--- config.mk ---
export PLATFORM = sky130hd
export DESIGN_NAME = uoe_engine
export DESIGN_NICKNAME = d
export VERILOG_FILES = /design/src/include/uoe_pkg.sv /design/src/hdl/uoe_ep_reg.sv /design/src/hdl/uoe_setup_store.sv /design/src/hdl/uoe_engine.sv
export SDC_FILE = /design/constraint.sdc
export NUM_CORES = 1
export LEC_CHECK = 0
export BUFFER_PORTS_ARGS = -buffer_cell sky130_fd_sc_hd__buf_2
export CORE_UTILIZATION = 62
export DETAILED_ROUTE_END_ITERATION = 8
export PLACE_DENSITY = 0.81
export SLEW_MARGIN = 20
export SYNTH_ARGS = -nofsm -noshare
export SYNTH_HDL_FRONTEND = slang
export SYNTH_HIERARCHICAL = 1
export SYNTH_SLANG_ARGS = --single-unit
--- constraint.sdc ---
create_clock -name pclk -period 3.35 [get_ports pclk]
set_input_delay 0.5025 -clock pclk [delete_from_list [all_inputs] [get_ports pclk]]
set_output_delay 0.5025 -clock pclk [all_outputs]
set_load 0.01 [all_outputs]
--- src/include/uoe_pkg.sv ---
// shared constants and types for the usb out/setup endpoint engine
package uoe_pkg;
   // ********************************************
   // register map (byte addresses)
   // ********************************************
   localparam logic [7:0] A_NEGO = 8'h00;
   localparam logic [7:0] A_SETUP_CTL = 8'h04;
   localparam logic [7:0] A_EP0_IN = 8'h08;
   localparam logic [2:0] A_SETUP_HI = 3'h1; // 0x20..0x3C: setup bytes
   localparam logic [1:0] A_EP_HI = 2'h1; // 0x40 + 8*ep ctrl, +4 status
   // endpoint slots: 0 = ep0 out, 1..5 = general, 6 = ep0 in
   localparam int EP_SLOTS = 7;
   localparam logic [2:0] EP_LAST_OUT = 3'h5;
   localparam logic [2:0] EP0_IN_SLOT = 3'h6;
   // ********************************************
   // control word fields
   // ********************************************
   localparam int B_NAK = 0;
   localparam int B_STALL = 1;
   localparam int B_AUTO = 2;
   localparam int B_PERMIT = 3;
   localparam int B_INHIBIT = 4;
   localparam int B_TOGGLE = 5;
   localparam int B_T1 = 6;
   localparam int B_T0 = 7;
   localparam int B_ISO = 8;
   localparam int B_MPS = 16;
   localparam int MPS_W = 11;
   localparam logic [10:0] MPS_RST = 11'h040;
   // status word fields
   localparam int F_ACK = 0;
   localparam int F_SHORT = 1;
   localparam int F_NAK = 2;
   localparam int F_ERR = 3;
   // setup control fields (B_ACTIVE is the nego register field)
   localparam int B_LOCK = 0;
   localparam int B_SETUP_FLAG = 1;
   localparam int B_ACTIVE = 0;
   // ********************************************
   // setup packet
   // ********************************************
   localparam logic [11:0] SETUP_LEN = 12'h008;
   localparam logic [7:0] REQ_TYPE_STD_DEV = 8'h00;
   localparam logic [7:0] REQ_SET_ADDRESS = 8'h05;
   typedef enum logic [1:0] {
      UOE_HS_ACK = 2'b00, UOE_HS_NAK = 2'b01, UOE_HS_STALL = 2'b10, UOE_HS_NYET = 2'b11
   } uoe_hs_t;
   typedef enum logic [0:0] {UOE_ST_IDLE = 1'b0, UOE_ST_RX = 1'b1} uoe_st_t;
   typedef enum logic [2:0] {
      UOE_M_SETUP = 3'b000, UOE_M_STALL = 3'b001, UOE_M_NAK = 3'b010,
      UOE_M_FULL = 3'b011, UOE_M_ACCEPT = 3'b100
   } uoe_mode_t;
endpackage

--- src/hdl/uoe_ep_reg.sv ---
// control and status bits of one endpoint slot
module uoe_ep_reg (
   input wire logic pclk,
   input wire logic presetn,
   input wire logic ce,
   input wire logic ctl_wr,
   input wire logic stat_wr,
   input wire logic [31:0] wdata,
   input wire logic lock,
   input wire logic ev_done,
   input wire logic ev_short,
   input wire logic ev_nak,
   input wire logic ev_err,
   input wire logic ev_setup,
   input wire logic ev_short_sent,
   output logic forced_nak,
   output logic forced_stall,
   output logic toggle_state,
   output logic iso,
   output logic [10:0] mps,
   output logic [31:0] ctl_rd,
   output logic [3:0] stat_rd
);
   typedef struct packed {
      logic nak; logic stall; logic auto_nak_arm; logic short_packet_permit;
      logic short_rx_nak_inhibit; logic toggle; logic iso; logic [10:0] mps;
      logic [3:0] flags;
   } uoe_ep_s_t;
   uoe_ep_s_t r, next_r;

   // ********************************************
   // next state: firmware first, hardware events win
   // ********************************************
   always_comb begin
      next_r = r;
      if (ctl_wr) begin
         if (!lock) begin // lock refuses nak/stall writes
            next_r.nak = wdata[uoe_pkg::B_NAK];
            next_r.stall = wdata[uoe_pkg::B_STALL];
         end
         next_r.auto_nak_arm = wdata[uoe_pkg::B_AUTO];
         next_r.short_packet_permit = wdata[uoe_pkg::B_PERMIT];
         next_r.short_rx_nak_inhibit = wdata[uoe_pkg::B_INHIBIT];
         next_r.iso = wdata[uoe_pkg::B_ISO];
         next_r.mps = wdata[uoe_pkg::B_MPS +: uoe_pkg::MPS_W];
         if (wdata[uoe_pkg::B_T1]) begin
            next_r.toggle = 1'b1;
         end else if (wdata[uoe_pkg::B_T0]) begin
            next_r.toggle = 1'b0;
         end
      end
      if (stat_wr) begin
         next_r.flags = r.flags & ~wdata[3:0]; // write one to clear
      end
      if (ev_done) begin
         next_r.flags[uoe_pkg::F_ACK] = 1'b1;
         if (!r.iso) begin
            next_r.toggle = ~r.toggle;
         end
         if (r.auto_nak_arm) begin
            next_r.nak = 1'b1;
         end
         if (ev_short) begin
            next_r.flags[uoe_pkg::F_SHORT] = 1'b1;
            if (!r.short_rx_nak_inhibit) begin
               next_r.nak = 1'b1;
            end
         end
      end
      if (ev_nak) begin
         next_r.flags[uoe_pkg::F_NAK] = 1'b1;
      end
      if (ev_err) begin
         next_r.flags[uoe_pkg::F_ERR] = 1'b1;
      end
      if (ev_setup) begin
         next_r.nak = 1'b1;
         next_r.stall = 1'b0;
         next_r.toggle = 1'b1;
      end
      if (ev_short_sent) begin
         next_r.short_packet_permit = 1'b0;
      end
   end

   // state register
   always_ff @(posedge pclk or negedge presetn) begin
      if (!presetn) begin
         r <= '{mps: uoe_pkg::MPS_RST, default: '0};
      end else if (ce) begin
         r <= next_r;
      end
   end

   assign forced_nak = r.nak;
   assign forced_stall = r.stall;
   assign toggle_state = r.toggle;
   assign iso = r.iso;
   assign mps = r.mps;
   assign stat_rd = r.flags;
   // force bits read as zero
   assign ctl_rd = {5'h00, r.mps, 7'h00, r.iso, 2'b00, r.toggle, r.short_rx_nak_inhibit,
                    r.short_packet_permit, r.auto_nak_arm, r.stall, r.nak};
endmodule // uoe_ep_reg

--- src/hdl/uoe_setup_store.sv ---
// eight-byte store for the last setup packet
module uoe_setup_store (
   input wire logic pclk,
   input wire logic presetn,
   input wire logic ce,
   input wire logic wr,
   input wire logic [2:0] widx,
   input wire logic [7:0] wdata,
   input wire logic [2:0] ridx,
   output logic [7:0] rdata
);
   typedef struct packed {
      logic [7:0][7:0] bytes;
   } uoe_ss_t;
   uoe_ss_t r, next_r;

   // byte write
   always_comb begin
      next_r = r;
      if (wr) begin
         next_r.bytes[widx] = wdata;
      end
   end

   // state register
   always_ff @(posedge pclk or negedge presetn) begin
      if (!presetn) begin
         r <= '0;
      end else if (ce) begin
         r <= next_r;
      end
   end

   assign rdata = r.bytes[ridx];
endmodule // uoe_setup_store

--- src/hdl/uoe_engine.sv ---
// usb device setup and out-transaction engine with apb registers
//
// Our own choices: the register offsets and register access over APB.
module uoe_engine (
   input wire logic pclk,
   input wire logic presetn,
   input wire logic ce,
   input wire logic psel,
   input wire logic penable,
   input wire logic pwrite,
   input wire logic [7:0] paddr,
   input wire logic [31:0] pwdata,
   output logic [31:0] prdata,
   output logic pready,
   output logic pslverr,
   input wire logic tok_valid,
   input wire logic tok_setup,
   input wire logic [2:0] tok_ep,
   input wire logic [15:0] fifo_free,
   input wire logic rx_valid,
   input wire logic [7:0] rx_data,
   input wire logic rx_end,
   input wire logic rx_err,
   input wire logic rx_data1,
   input wire logic in_done,
   input wire logic [2:0] in_done_ep,
   input wire logic in_done_short,
   output logic hs_valid,
   output logic [1:0] hs_pid,
   output logic fifo_wr_valid,
   output logic [7:0] fifo_wr_data,
   output logic [2:0] fifo_ep,
   output logic fifo_commit,
   output logic fifo_discard,
   output logic usb_function_active
);
   typedef struct packed {
      uoe_pkg::uoe_st_t st;
      uoe_pkg::uoe_mode_t mode;
      logic [2:0] ep;
      logic iso;
      logic toggle;
      logic [10:0] mps;
      logic [15:0] free;
      logic [11:0] count;
      logic [7:0] req0;
      logic [7:0] req1;
      logic active;
      logic lock;
      logic setup_flag;
      logic [31:0] prdata;
      logic pready;
      logic pslverr;
      logic hs_valid;
      logic [1:0] hs_pid;
      logic wr_valid;
      logic [7:0] wr_data;
      logic commit;
      logic discard;
   } uoe_eng_t;
   uoe_eng_t r, next_r;

   localparam int N = uoe_pkg::EP_SLOTS;
   logic [N-1:0] ev_done, ev_short, ev_nak, ev_err, ev_setup, ev_sent, ctl_wr, stat_wr;
   logic [N-1:0] ep_nak, ep_stall, ep_tog, ep_iso;
   logic [10:0] ep_mps [N];
   logic [31:0] ep_ctl [N];
   logic [3:0] ep_stat [N];
   logic ss_wr;
   logic [7:0] ss_rdata;
   logic acc;
   logic [2:0] slot;
   logic slot_ok;
   logic [15:0] rem;
   logic [2:0] in_slot;

   // ********************************************
   // endpoint slots and setup byte store
   // ********************************************
   for (genvar i = 0; i < N; i++) begin : g_ep
      localparam bit EP0 = (i == 0) || (i == N - 1);
      uoe_ep_reg u_ep (
         .pclk(pclk),
         .presetn(presetn),
         .ce(ce),
         .ctl_wr(ctl_wr[i]),
         .stat_wr(stat_wr[i]),
         .wdata(pwdata),
         .lock(r.lock & EP0),
         .ev_done(ev_done[i]),
         .ev_short(ev_short[i]),
         .ev_nak(ev_nak[i]),
         .ev_err(ev_err[i]),
         .ev_setup(ev_setup[i]),
         .ev_short_sent(ev_sent[i]),
         .forced_nak(ep_nak[i]),
         .forced_stall(ep_stall[i]),
         .toggle_state(ep_tog[i]),
         .iso(ep_iso[i]),
         .mps(ep_mps[i]),
         .ctl_rd(ep_ctl[i]),
         .stat_rd(ep_stat[i])
      );
   end

   uoe_setup_store u_setup (
      .pclk(pclk),
      .presetn(presetn),
      .ce(ce),
      .wr(ss_wr),
      .widx(r.count[2:0]),
      .wdata(rx_data),
      .ridx(paddr[4:2]),
      .rdata(ss_rdata)
   );

   // ********************************************
   // next state: apb slave and transaction engine
   // ********************************************
   always_comb begin
      next_r = r;
      next_r.pready = 1'b0;
      next_r.pslverr = 1'b0;
      next_r.hs_valid = 1'b0;
      next_r.wr_valid = 1'b0;
      next_r.commit = 1'b0;
      next_r.discard = 1'b0;
      {ev_done, ev_short, ev_nak, ev_err, ev_setup, ev_sent, ctl_wr, stat_wr} = '0;
      ss_wr = 1'b0;
      rem = r.free - {4'h0, r.count};
      // endpoint slot decode: 0x40 + 8 * slot
      slot = paddr[5:3];
      slot_ok = (paddr[7:6] == uoe_pkg::A_EP_HI) && (slot <= uoe_pkg::EP_LAST_OUT);
      acc = psel & penable & r.pready & ~r.pslverr;
      // setup phase: answer on the first access cycle, unmapped gets pslverr
      if (psel && !penable) begin
         next_r.pready = 1'b1;
         next_r.prdata = 32'h0000_0000;
         if (paddr[1:0] != 2'b00) begin
            next_r.pslverr = 1'b1;
         end else if (paddr == uoe_pkg::A_NEGO) begin
            next_r.prdata[uoe_pkg::B_ACTIVE] = r.active;
         end else if (paddr == uoe_pkg::A_SETUP_CTL) begin
            next_r.prdata[uoe_pkg::B_LOCK] = r.lock;
            next_r.prdata[uoe_pkg::B_SETUP_FLAG] = r.setup_flag;
         end else if (paddr == uoe_pkg::A_EP0_IN) begin
            next_r.prdata = ep_ctl[uoe_pkg::EP0_IN_SLOT];
         end else if (paddr[7:5] == uoe_pkg::A_SETUP_HI) begin
            next_r.prdata = {24'h000000, ss_rdata};
         end else if (slot_ok) begin
            next_r.prdata = paddr[2] ? {28'h0000000, ep_stat[slot]} : ep_ctl[slot];
         end else begin
            next_r.pslverr = 1'b1;
         end
      end
      // access phase: writes land on the edge that samples pready
      if (acc && pwrite) begin
         if (paddr == uoe_pkg::A_NEGO) begin
            next_r.active = pwdata[uoe_pkg::B_ACTIVE];
         end else if (paddr == uoe_pkg::A_SETUP_CTL) begin
            if (!pwdata[uoe_pkg::B_LOCK]) begin
               next_r.lock = 1'b0; // firmware may release the lock
            end
            if (pwdata[uoe_pkg::B_SETUP_FLAG]) begin
               next_r.setup_flag = 1'b0;
            end
         end else if (paddr == uoe_pkg::A_EP0_IN) begin
            ctl_wr[uoe_pkg::EP0_IN_SLOT] = 1'b1;
         end else if (slot_ok) begin
            ctl_wr[slot] = ~paddr[2];
            stat_wr[slot] = paddr[2];
         end
      end
      // short packet sent on an in endpoint; ep0 in lives in the last slot
      in_slot = (in_done_ep == 3'h0) ? uoe_pkg::EP0_IN_SLOT : in_done_ep;
      ev_sent[in_slot] = in_done & in_done_short;
      // transaction engine
      case (r.st)
         uoe_pkg::UOE_ST_IDLE: begin
            if (tok_valid) begin
               next_r.ep = tok_ep;
               next_r.count = 12'h000;
               next_r.free = fifo_free;
               if (tok_setup) begin
                  // ep0 setup bypasses nak and stall
                  if (r.active && tok_ep == 3'h0) begin
                     next_r.st = uoe_pkg::UOE_ST_RX;
                     next_r.mode = uoe_pkg::UOE_M_SETUP;
                     next_r.iso = 1'b0;
                  end
               end else if (tok_ep <= uoe_pkg::EP_LAST_OUT) begin
                  next_r.st = uoe_pkg::UOE_ST_RX;
                  next_r.iso = ep_iso[tok_ep];
                  next_r.mps = ep_mps[tok_ep];
                  next_r.toggle = ep_tog[tok_ep];
                  if (ep_stall[tok_ep]) begin
                     next_r.mode = uoe_pkg::UOE_M_STALL;
                  end else if (ep_nak[tok_ep]) begin
                     next_r.mode = uoe_pkg::UOE_M_NAK;
                  end else if (fifo_free > {5'h00, ep_mps[tok_ep]}) begin
                     next_r.mode = uoe_pkg::UOE_M_ACCEPT;
                  end else begin
                     next_r.mode = uoe_pkg::UOE_M_FULL;
                  end
               end
            end
         end
         uoe_pkg::UOE_ST_RX: begin
            if (rx_valid) begin
               if (r.count != 12'hFFF) begin
                  next_r.count = r.count + 12'h001;
               end
               if (r.mode == uoe_pkg::UOE_M_SETUP && r.count < uoe_pkg::SETUP_LEN) begin
                  ss_wr = 1'b1;
                  if (r.count == 12'h000) begin
                     next_r.req0 = rx_data;
                  end
                  if (r.count == 12'h001) begin
                     next_r.req1 = rx_data;
                  end
               end
               if (r.mode == uoe_pkg::UOE_M_ACCEPT) begin
                  next_r.wr_valid = 1'b1;
                  next_r.wr_data = rx_data;
               end
            end
            if (rx_end) begin
               next_r.st = uoe_pkg::UOE_ST_IDLE;
               next_r.hs_valid = ~r.iso; // iso never handshakes
               next_r.hs_pid = uoe_pkg::UOE_HS_ACK;
               case (r.mode)
                  uoe_pkg::UOE_M_SETUP: begin
                     if (rx_err || r.count != uoe_pkg::SETUP_LEN) begin
                        next_r.hs_valid = 1'b0;
                     end else begin
                        ev_setup[0] = 1'b1;
                        ev_setup[uoe_pkg::EP0_IN_SLOT] = 1'b1;
                        next_r.lock = 1'b1;
                        // set-address is handled without waking firmware
                        if (!(r.req0 == uoe_pkg::REQ_TYPE_STD_DEV
                              && r.req1 == uoe_pkg::REQ_SET_ADDRESS)) begin
                           next_r.setup_flag = 1'b1;
                        end
                     end
                  end
                  uoe_pkg::UOE_M_STALL: begin
                     next_r.hs_pid = uoe_pkg::UOE_HS_STALL;
                  end
                  uoe_pkg::UOE_M_NAK, uoe_pkg::UOE_M_FULL: begin
                     next_r.hs_pid = uoe_pkg::UOE_HS_NAK;
                     ev_nak[r.ep] = 1'b1;
                  end
                  uoe_pkg::UOE_M_ACCEPT: begin
                     if (rx_err) begin
                        next_r.hs_valid = 1'b0;
                        next_r.discard = 1'b1;
                        ev_err[r.ep] = 1'b1;
                     end else if (!r.iso && rx_data1 != r.toggle) begin
                        next_r.discard = 1'b1; // ack, silently dropped
                     end else if (r.count > {1'b0, r.mps}) begin
                        next_r.hs_pid = uoe_pkg::UOE_HS_NAK;
                        next_r.discard = 1'b1;
                        ev_nak[r.ep] = 1'b1;
                     end else begin
                        next_r.commit = 1'b1;
                        ev_done[r.ep] = 1'b1;
                        ev_short[r.ep] = r.count < {1'b0, r.mps};
                        // nyet when the next packet would not fit
                        if (rem <= {5'h00, r.mps}) begin
                           next_r.hs_pid = uoe_pkg::UOE_HS_NYET;
                        end
                     end
                  end
                  default: begin
                     next_r.hs_valid = 1'b0;
                  end
               endcase
            end
         end
         default: begin
            next_r.st = uoe_pkg::UOE_ST_IDLE;
         end
      endcase
   end

   // state register; hardware set of flags wins over firmware clear
   always_ff @(posedge pclk or negedge presetn) begin
      if (!presetn) begin
         r <= '{st: uoe_pkg::UOE_ST_IDLE, mode: uoe_pkg::UOE_M_SETUP, default: '0};
      end else if (ce) begin
         r <= next_r;
      end
   end

   // outputs straight from the state register
   assign prdata = r.prdata;
   assign pready = r.pready;
   assign pslverr = r.pslverr;
   assign hs_valid = r.hs_valid;
   assign hs_pid = r.hs_pid;
   assign fifo_wr_valid = r.wr_valid;
   assign fifo_wr_data = r.wr_data;
   assign fifo_ep = r.ep;
   assign fifo_commit = r.commit;
   assign fifo_discard = r.discard;
   assign usb_function_active = r.active;
endmodule // uoe_engine

After elaboration in Yosys (flattened, before gate mapping). Cells that the tools add are included.

Register bits after elaboration: 333. Latch bits: 0. RAM bits: 0. Memory bits (read-only): 0. Input port bits: 84. Output and inout bits: 52. Logic and storage cells: 530. Memories: 0.

Add/subtract/negate cells: 2. Multipliers: 0. Div/mod/pow operators: 0. $lt $le $gt $ge: 19. Equality and inequality tests: 18. Shifts and indexed selects: 0. Muxes and demuxes: 245. Bitwise logic cells: 30. Reduce and logical (&&, ||, !) cells: 102.

Operators with widths (count): $mux W32 (7); $mux W7 (30); $mux W18 (7); $mux W1 (122); $bmux W32 S3 (1); $reduce_and A2 Y1 (37); $bwmux W64 (1); $reduce_bool A2 Y1 (32); $mux W2 (26); $mux W4 (12); $mux W48 (1); $bmux W11 S3 (1); $mux W8 (4); $mux W31 (1); $mux W30 (1); $and A4 B4 Y4 (7); $and A7 B7 Y7 (4); $mux W28 (1); $bmux W8 S3 (1); $demux W8 S3 (1); $lt A3 B4 Y1 const B (6); $mux W12 (2); $pmux W12 S2 (1); $mux W11 (2); other kinds (50) (108).

Longest topological paths before layout.
Depth after elaboration: 16. Gate-level depth with buffers: 16. Mapped depth without buffers: 16.

By module. The synthesis kept the hierarchy.

By module, submodules not included: uoe_engine (times used 1, cells an instance 1118, area an instance 9379.0 µm², sequential area each 2877.8 µm²); uoe_ep_reg (times used 7, cells an instance 102, area an instance 1193.6 µm², sequential area each 551.8 µm²); uoe_setup_store (times used 1, cells an instance 172, area an instance 2979.1 µm², sequential area each 1601.5 µm²).

Worst setup path before layout. OpenSTA, ideal clock, no wires.

Path kind: in2reg. Start point: input tok_ep[0]. End point: register r[111] (netlist name). Setup time: 0.110 ns. Arrival time: 3.220 ns. Data required time: 3.240 ns. Slack: 0.020 ns. Cell stages on the path: 10. Cell sequence: clkbuf_1 buf_2 mux4_2 o21ai_0 ha_1 a21o_1 a21o_1 a2111oi_0 a21oi_1 o41ai_1.

RTL lines: from (decl) (line uoe_engine.sv:18) `input wire logic [2:0] tok_ep,`.

==> impl_results.html <==
<table>
<tr><th>Metric</th><th>Value</th></tr>
<tr><th colspan="2">Status</th></tr>
<tr><td>Status</td><td>complete, no violations</td></tr>
<tr><th colspan="2">Routing</th></tr>
<tr><td>Wire per inst</td><td>between 20 and 25 um</td></tr>
<tr><td>Drc violations</td><td>0</td></tr>
<tr><td>Vias per cell</td><td>6.30</td></tr>
<tr><td>Drt first-iter violations</td><td>1573</td></tr>
<tr><td>Pre-antenna DRT Iters</td><td>6</td></tr>
<tr><td>Number of antenna-violating nets in the routed design</td><td>0</td></tr>
<tr><td>Total Wirelength</td><td>55200 um</td></tr>
<tr><td>Overall via count from detail_route</td><td>15.7k</td></tr>
<tr><th colspan="2">STA</th></tr>
<tr><td>Peak clock frequency supported by timing</td><td>302 MHz</td></tr>
<tr><td>Minimum clock period</td><td>3.31 ns</td></tr>
<tr><td>Max Transition Viols Final</td><td>0</td></tr>
<tr><td>Setup slack after layout</td><td>around 0.044 ns</td></tr>
<tr><td>RSZ-0062 raised after global routing</td><td>true</td></tr>
<tr><td>Final setup violation count</td><td>0</td></tr>
<tr><td>Max Clock Skew</td><td>approximately 0.021 ns</td></tr>
<tr><td>Final count of hold timing violations</td><td>0</td></tr>
<tr><td>Worst slew margin relative to its limit</td><td>0.359</td></tr>
<tr><td>Worst Max-Slew Pin Slew</td><td>roughly 0.96 ns</td></tr>
<tr><td>Min Hold Slack</td><td>0.203 ns</td></tr>
<tr><td>Final clock period utilization by the worst path</td><td>0.987</td></tr>
<tr><th colspan="2">Logic synthesis</th></tr>
<tr><td>Synth top area share</td><td>0.394</td></tr>
<tr><td>Area of the mapped netlist</td><td>20700 um^2</td></tr>
<tr><td>Post-Synthesis Cells</td><td>2004</td></tr>
<tr><td>Netlist cell types</td><td>78</td></tr>
<tr><td>Register bit total from synthesis</td><td>about 330</td></tr>
<tr><td>Synth top cells by count</td><td>dfrtp_1 (326), buf_4 (253), nand2_1 (189), mux2_2 (131), nor2_1 (105)</td></tr>
<tr><td>Synthesized area per cell</td><td>about 10 um^2</td></tr>
<tr><td>Main synth FF type</td><td>dfrtp_1</td></tr>
<tr><td>Count of flip-flops with a built-in enable after synthesis</td><td>0</td></tr>
<tr><td>Most used standard cell by instance count after synthesis</td><td>dfrtp_1</td></tr>
<tr><td>Fraction of registers with async set or reset after synthesis</td><td>1.00</td></tr>
<tr><td>Synth area leaders</td><td>dfrtp_1 (39%), buf_4 (9.2%), mux2_2 (7.1%), mux2_4 (5.1%), nand2_1 (3.4%)</td></tr>
<tr><td>Sequential fraction of the synthesis area</td><td>0.403</td></tr>
<tr><td>Synth Warn #</td><td>6</td></tr>
<tr><td>Cell accounting for the most synthesized area</td><td>dfrtp_1</td></tr>
<tr><th colspan="2">Finish</th></tr>
<tr><td>Final layout net count</td><td>2152</td></tr>
<tr><td>Non-filler instance count after layout</td><td>2487</td></tr>
<tr><td>Area growth from synthesis to layout</td><td>6.03%</td></tr>
<tr><td>Proportion of layout cells with a drive suffix above 1</td><td>0.261</td></tr>
<tr><th colspan="2">GRT</th></tr>
<tr><td>Number of global-route vias before repair</td><td>15.7k</td></tr>
<tr><td>Global-route wire length before repair</td><td>between 80000 and 90000 um</td></tr>
<tr><td>Antenna violations before repair</td><td>4</td></tr>
<tr><td>Overflow left after global routing</td><td>0</td></tr>
<tr><td>GR Util met2</td><td>0.500</td></tr>
<tr><td>Largest net degree at the start of global routing</td><td>83</td></tr>
<tr><td>Met1 Track Usage GR</td><td>0.435</td></tr>
<tr><td>M3 GR Usage</td><td>0.0686</td></tr>
<tr><td>Busiest grt layer</td><td>met2</td></tr>
<tr><td>Overall track demand over capacity in global routing</td><td>0.327</td></tr>
<tr><th colspan="2">Power and ir drop</th></tr>
<tr><td>Worst voltage drop across the vdd grid</td><td>between 0.3 and 0.4 mV</td></tr>
<tr><td>Areal power density over the cells</td><td>between 500 and 600 nW/um^2</td></tr>
<tr><td>Sequential fraction of design power</td><td>0.420</td></tr>
<tr><td>Internal power component</td><td>around 8000 uW</td></tr>
<tr><td>Leakage</td><td>approximately 0.010 uW</td></tr>
<tr><td>Final total power</td><td>between 10000 and 15000 uW</td></tr>
<tr><td>Switching share of power</td><td>0.297</td></tr>
<tr><td>Net switching power</td><td>3410 uW</td></tr>
<tr><td>Part of the power in the clock network</td><td>0.347</td></tr>
<tr><td>Combinational fraction of design power</td><td>0.233</td></tr>
<tr><th colspan="2">CTS</th></tr>
<tr><td>Clock latency at the later pin of the worst-skew pair</td><td>0.52 ns</td></tr>
<tr><td>CTS HTree Levels</td><td>2</td></tr>
<tr><td>Number of sinks driven by the clock tree</td><td>333</td></tr>
<tr><td>TritonCTS clock tree</td><td>done</td></tr>
<tr><td>Buffer type at the clock tree root</td><td>clkbuf_16</td></tr>
<tr><td>Buffers from clock root to sink, at most</td><td>3</td></tr>
<tr><td>Post-CTS clock slew at the launch and capture registers of the worst setup and hold paths</td><td>0.06 ns</td></tr>
<tr><td>Inserted Clock Buffers</td><td>36</td></tr>
<tr><th colspan="2">Placed design</th></tr>
<tr><td>Total instance count after detailed placement</td><td>2411</td></tr>
<tr><td>Routability congestion estimate from global placement</td><td>0.955</td></tr>
<tr><td>Number of buffers inserted by port buffering</td><td>122</td></tr>
<tr><td>Post-detail-place hpwl</td><td>between 30000 and 40000 um</td></tr>
<tr><td>Setup slack after placement</td><td>0.00349 ns</td></tr>
<tr><th colspan="2">Floorplan</th></tr>
<tr><td>Initial Utilization</td><td>0.633</td></tr>
<tr><td>Site row count</td><td>66</td></tr>
<tr><td>Width of the die</td><td>185 um</td></tr>
<tr><td>Total core area</td><td>32700 um^2</td></tr>
<tr><td>Area of the die</td><td>34100 um^2</td></tr>
<tr><td>Number of primary I/O pins</td><td>136</td></tr>
<tr><td>Height of the die</td><td>around 180 um</td></tr>
<tr><th colspan="2">Worst setup path</th></tr>
<tr><td>Required time of the critical path</td><td>3.79 ns</td></tr>
<tr><td>Nature of the critical path startpoint</td><td>register</td></tr>
<tr><td>Arrival @ worst endpoint</td><td>3.74 ns</td></tr>
<tr><td>Beginning of the worst register-to-register path</td><td>r[67]</td></tr>
<tr><td>Critical path class</td><td>reg2reg</td></tr>
<tr><td>Critical Path Source</td><td>r[67]</td></tr>
<tr><td>Nature of the critical path endpoint</td><td>register</td></tr>
<tr><td>Critical Path Fanout Max</td><td>2</td></tr>
<tr><th colspan="2">Job</th></tr>
<tr><td>Number of maximum-capacitance constraint violations</td><td>0</td></tr>
<tr><th colspan="2">Worst hold path</th></tr>
<tr><td>Hold Crit Class</td><td>in2reg</td></tr>
<tr><td>Startpoint of the most critical hold path</td><td>fifo_free[15]</td></tr>
</table>
[sequential cells by signal, summed over array words and instances, names as in the netlist]
name / cells
fifo_commit: 1
fifo_ep: 3
hs_valid: 1
g_ep.u_ep/toggle_state: 7
g_ep.u_ep/iso: 7
g_ep.u_ep/stat_rd: 28
g_ep.u_ep/mps: 77
u_setup/r: 64
usb_function_active: 1
hs_pid: 2
r: 63
fifo_discard: 1
fifo_wr_data: 8
pready: 1
g_ep.u_ep/forced_stall: 7
g_ep.u_ep/ctl_rd: 21
fifo_wr_valid: 1
g_ep.u_ep/forced_nak: 7
prdata: 32
pslverr: 1
[stage by stage]
step	setup TNS (ns)	util	area (um^2)
after floorplan	0	-	21100
after global placement	0	0.629	20600
after detailed placement	0	0.629	20600
after CTS	0	0.668	21800
after global routing	-0.152	0.672	22000
final	0	0.672	22000
[power by group through the flow]
stage	sequential, uW	combinational [uW]	clock [uW]
global placement	4820	2280	0
finish	4820	2680	3970
detailed placement	4860	2370	0
floorplan	4750	1810	0
global route	4860	2920	4160
CTS	4790	2490	4020
[layout by cell type, fill, tap and decap left out, drive strengths merged, types with 52 or more instances in the layout]
cell type,n
inv,55
nand2,196
a22oi,90
mux2,203
buf,203
conb,123
a21oi,56
o21ai,91
nor2,111
dfrtp,326
clkbuf,52
[worst max-delay path, cell delays in order (launching register included)]
cell and delay [ns]:
dfrtp_1 0.40, ha_4 0.17, fa_2 0.39, nor2b_4 0.18, o2111ai_4 0.17, a31oi_4 0.20
o21ai_1 0.09, nand2b_1 0.11, a21oi_2 0.07, xnor2_1 0.25, ha_2 0.32, nor2_1 0.09
a31oi_1 0.06, a221oi_2 0.30, o2111ai_2 0.24, o21ai_1 0.18
[worst paths after layout]
check                                 to  slack [ns]  depth (start not counted)
setup / recovery               hs_pid[1]        0.04                         15
hold / removal                     r[94]        0.20                          3
setup reg to reg               hs_pid[1]        0.04                         15
hold reg to reg               prdata[28]        0.48                          2
max in group asynchronous          r[92]        1.95                          3
min in group asynchronous  u_setup/r[35]        0.55                          2
[timing repair]
action / 4_1_cts / 5_1_grt
pin swaps: 5 / 21
hold endpoints to repair: 11 / 0
gates resized for setup: 3 / 32
endpoints found under the setup margin: 2 / 2
buffers inserted: 11 / 2
hold buffers: 1 / 0
[layer usage]
metal	up-vias	share of wire
met5	-	0.00020
met2	830	0.45
li1	6919	-
met1	7741	0.41
met4	2	0.057
met3	180	0.087
[area by class of cell]
cell class | count | area, um^2
antenna | 3 | 7.51
clock buffer | 52 | 1020
clock inverter | 9 | 141
fill | 2443 | 10700
inverter | 54 | 203
multi-input combinational | 1390 | 10400
sequential | 333 | 8340
tap | 442 | 553
timing repair buffer | 204 | 1280
[kinds of logic after synthesis]
group	share of synthesized area
AND/OR/NAND/NOR	0.119
XOR/XNOR	0.00888
multiplexers	0.175
AO/OA/AOI/OAI	0.139
flip-flops	0.403
buffers and inverters	0.123
adder cells (fa/ha/maj)	0.0300
other	0.00145
Note: power is estimated with default switching activity, not from simulation.
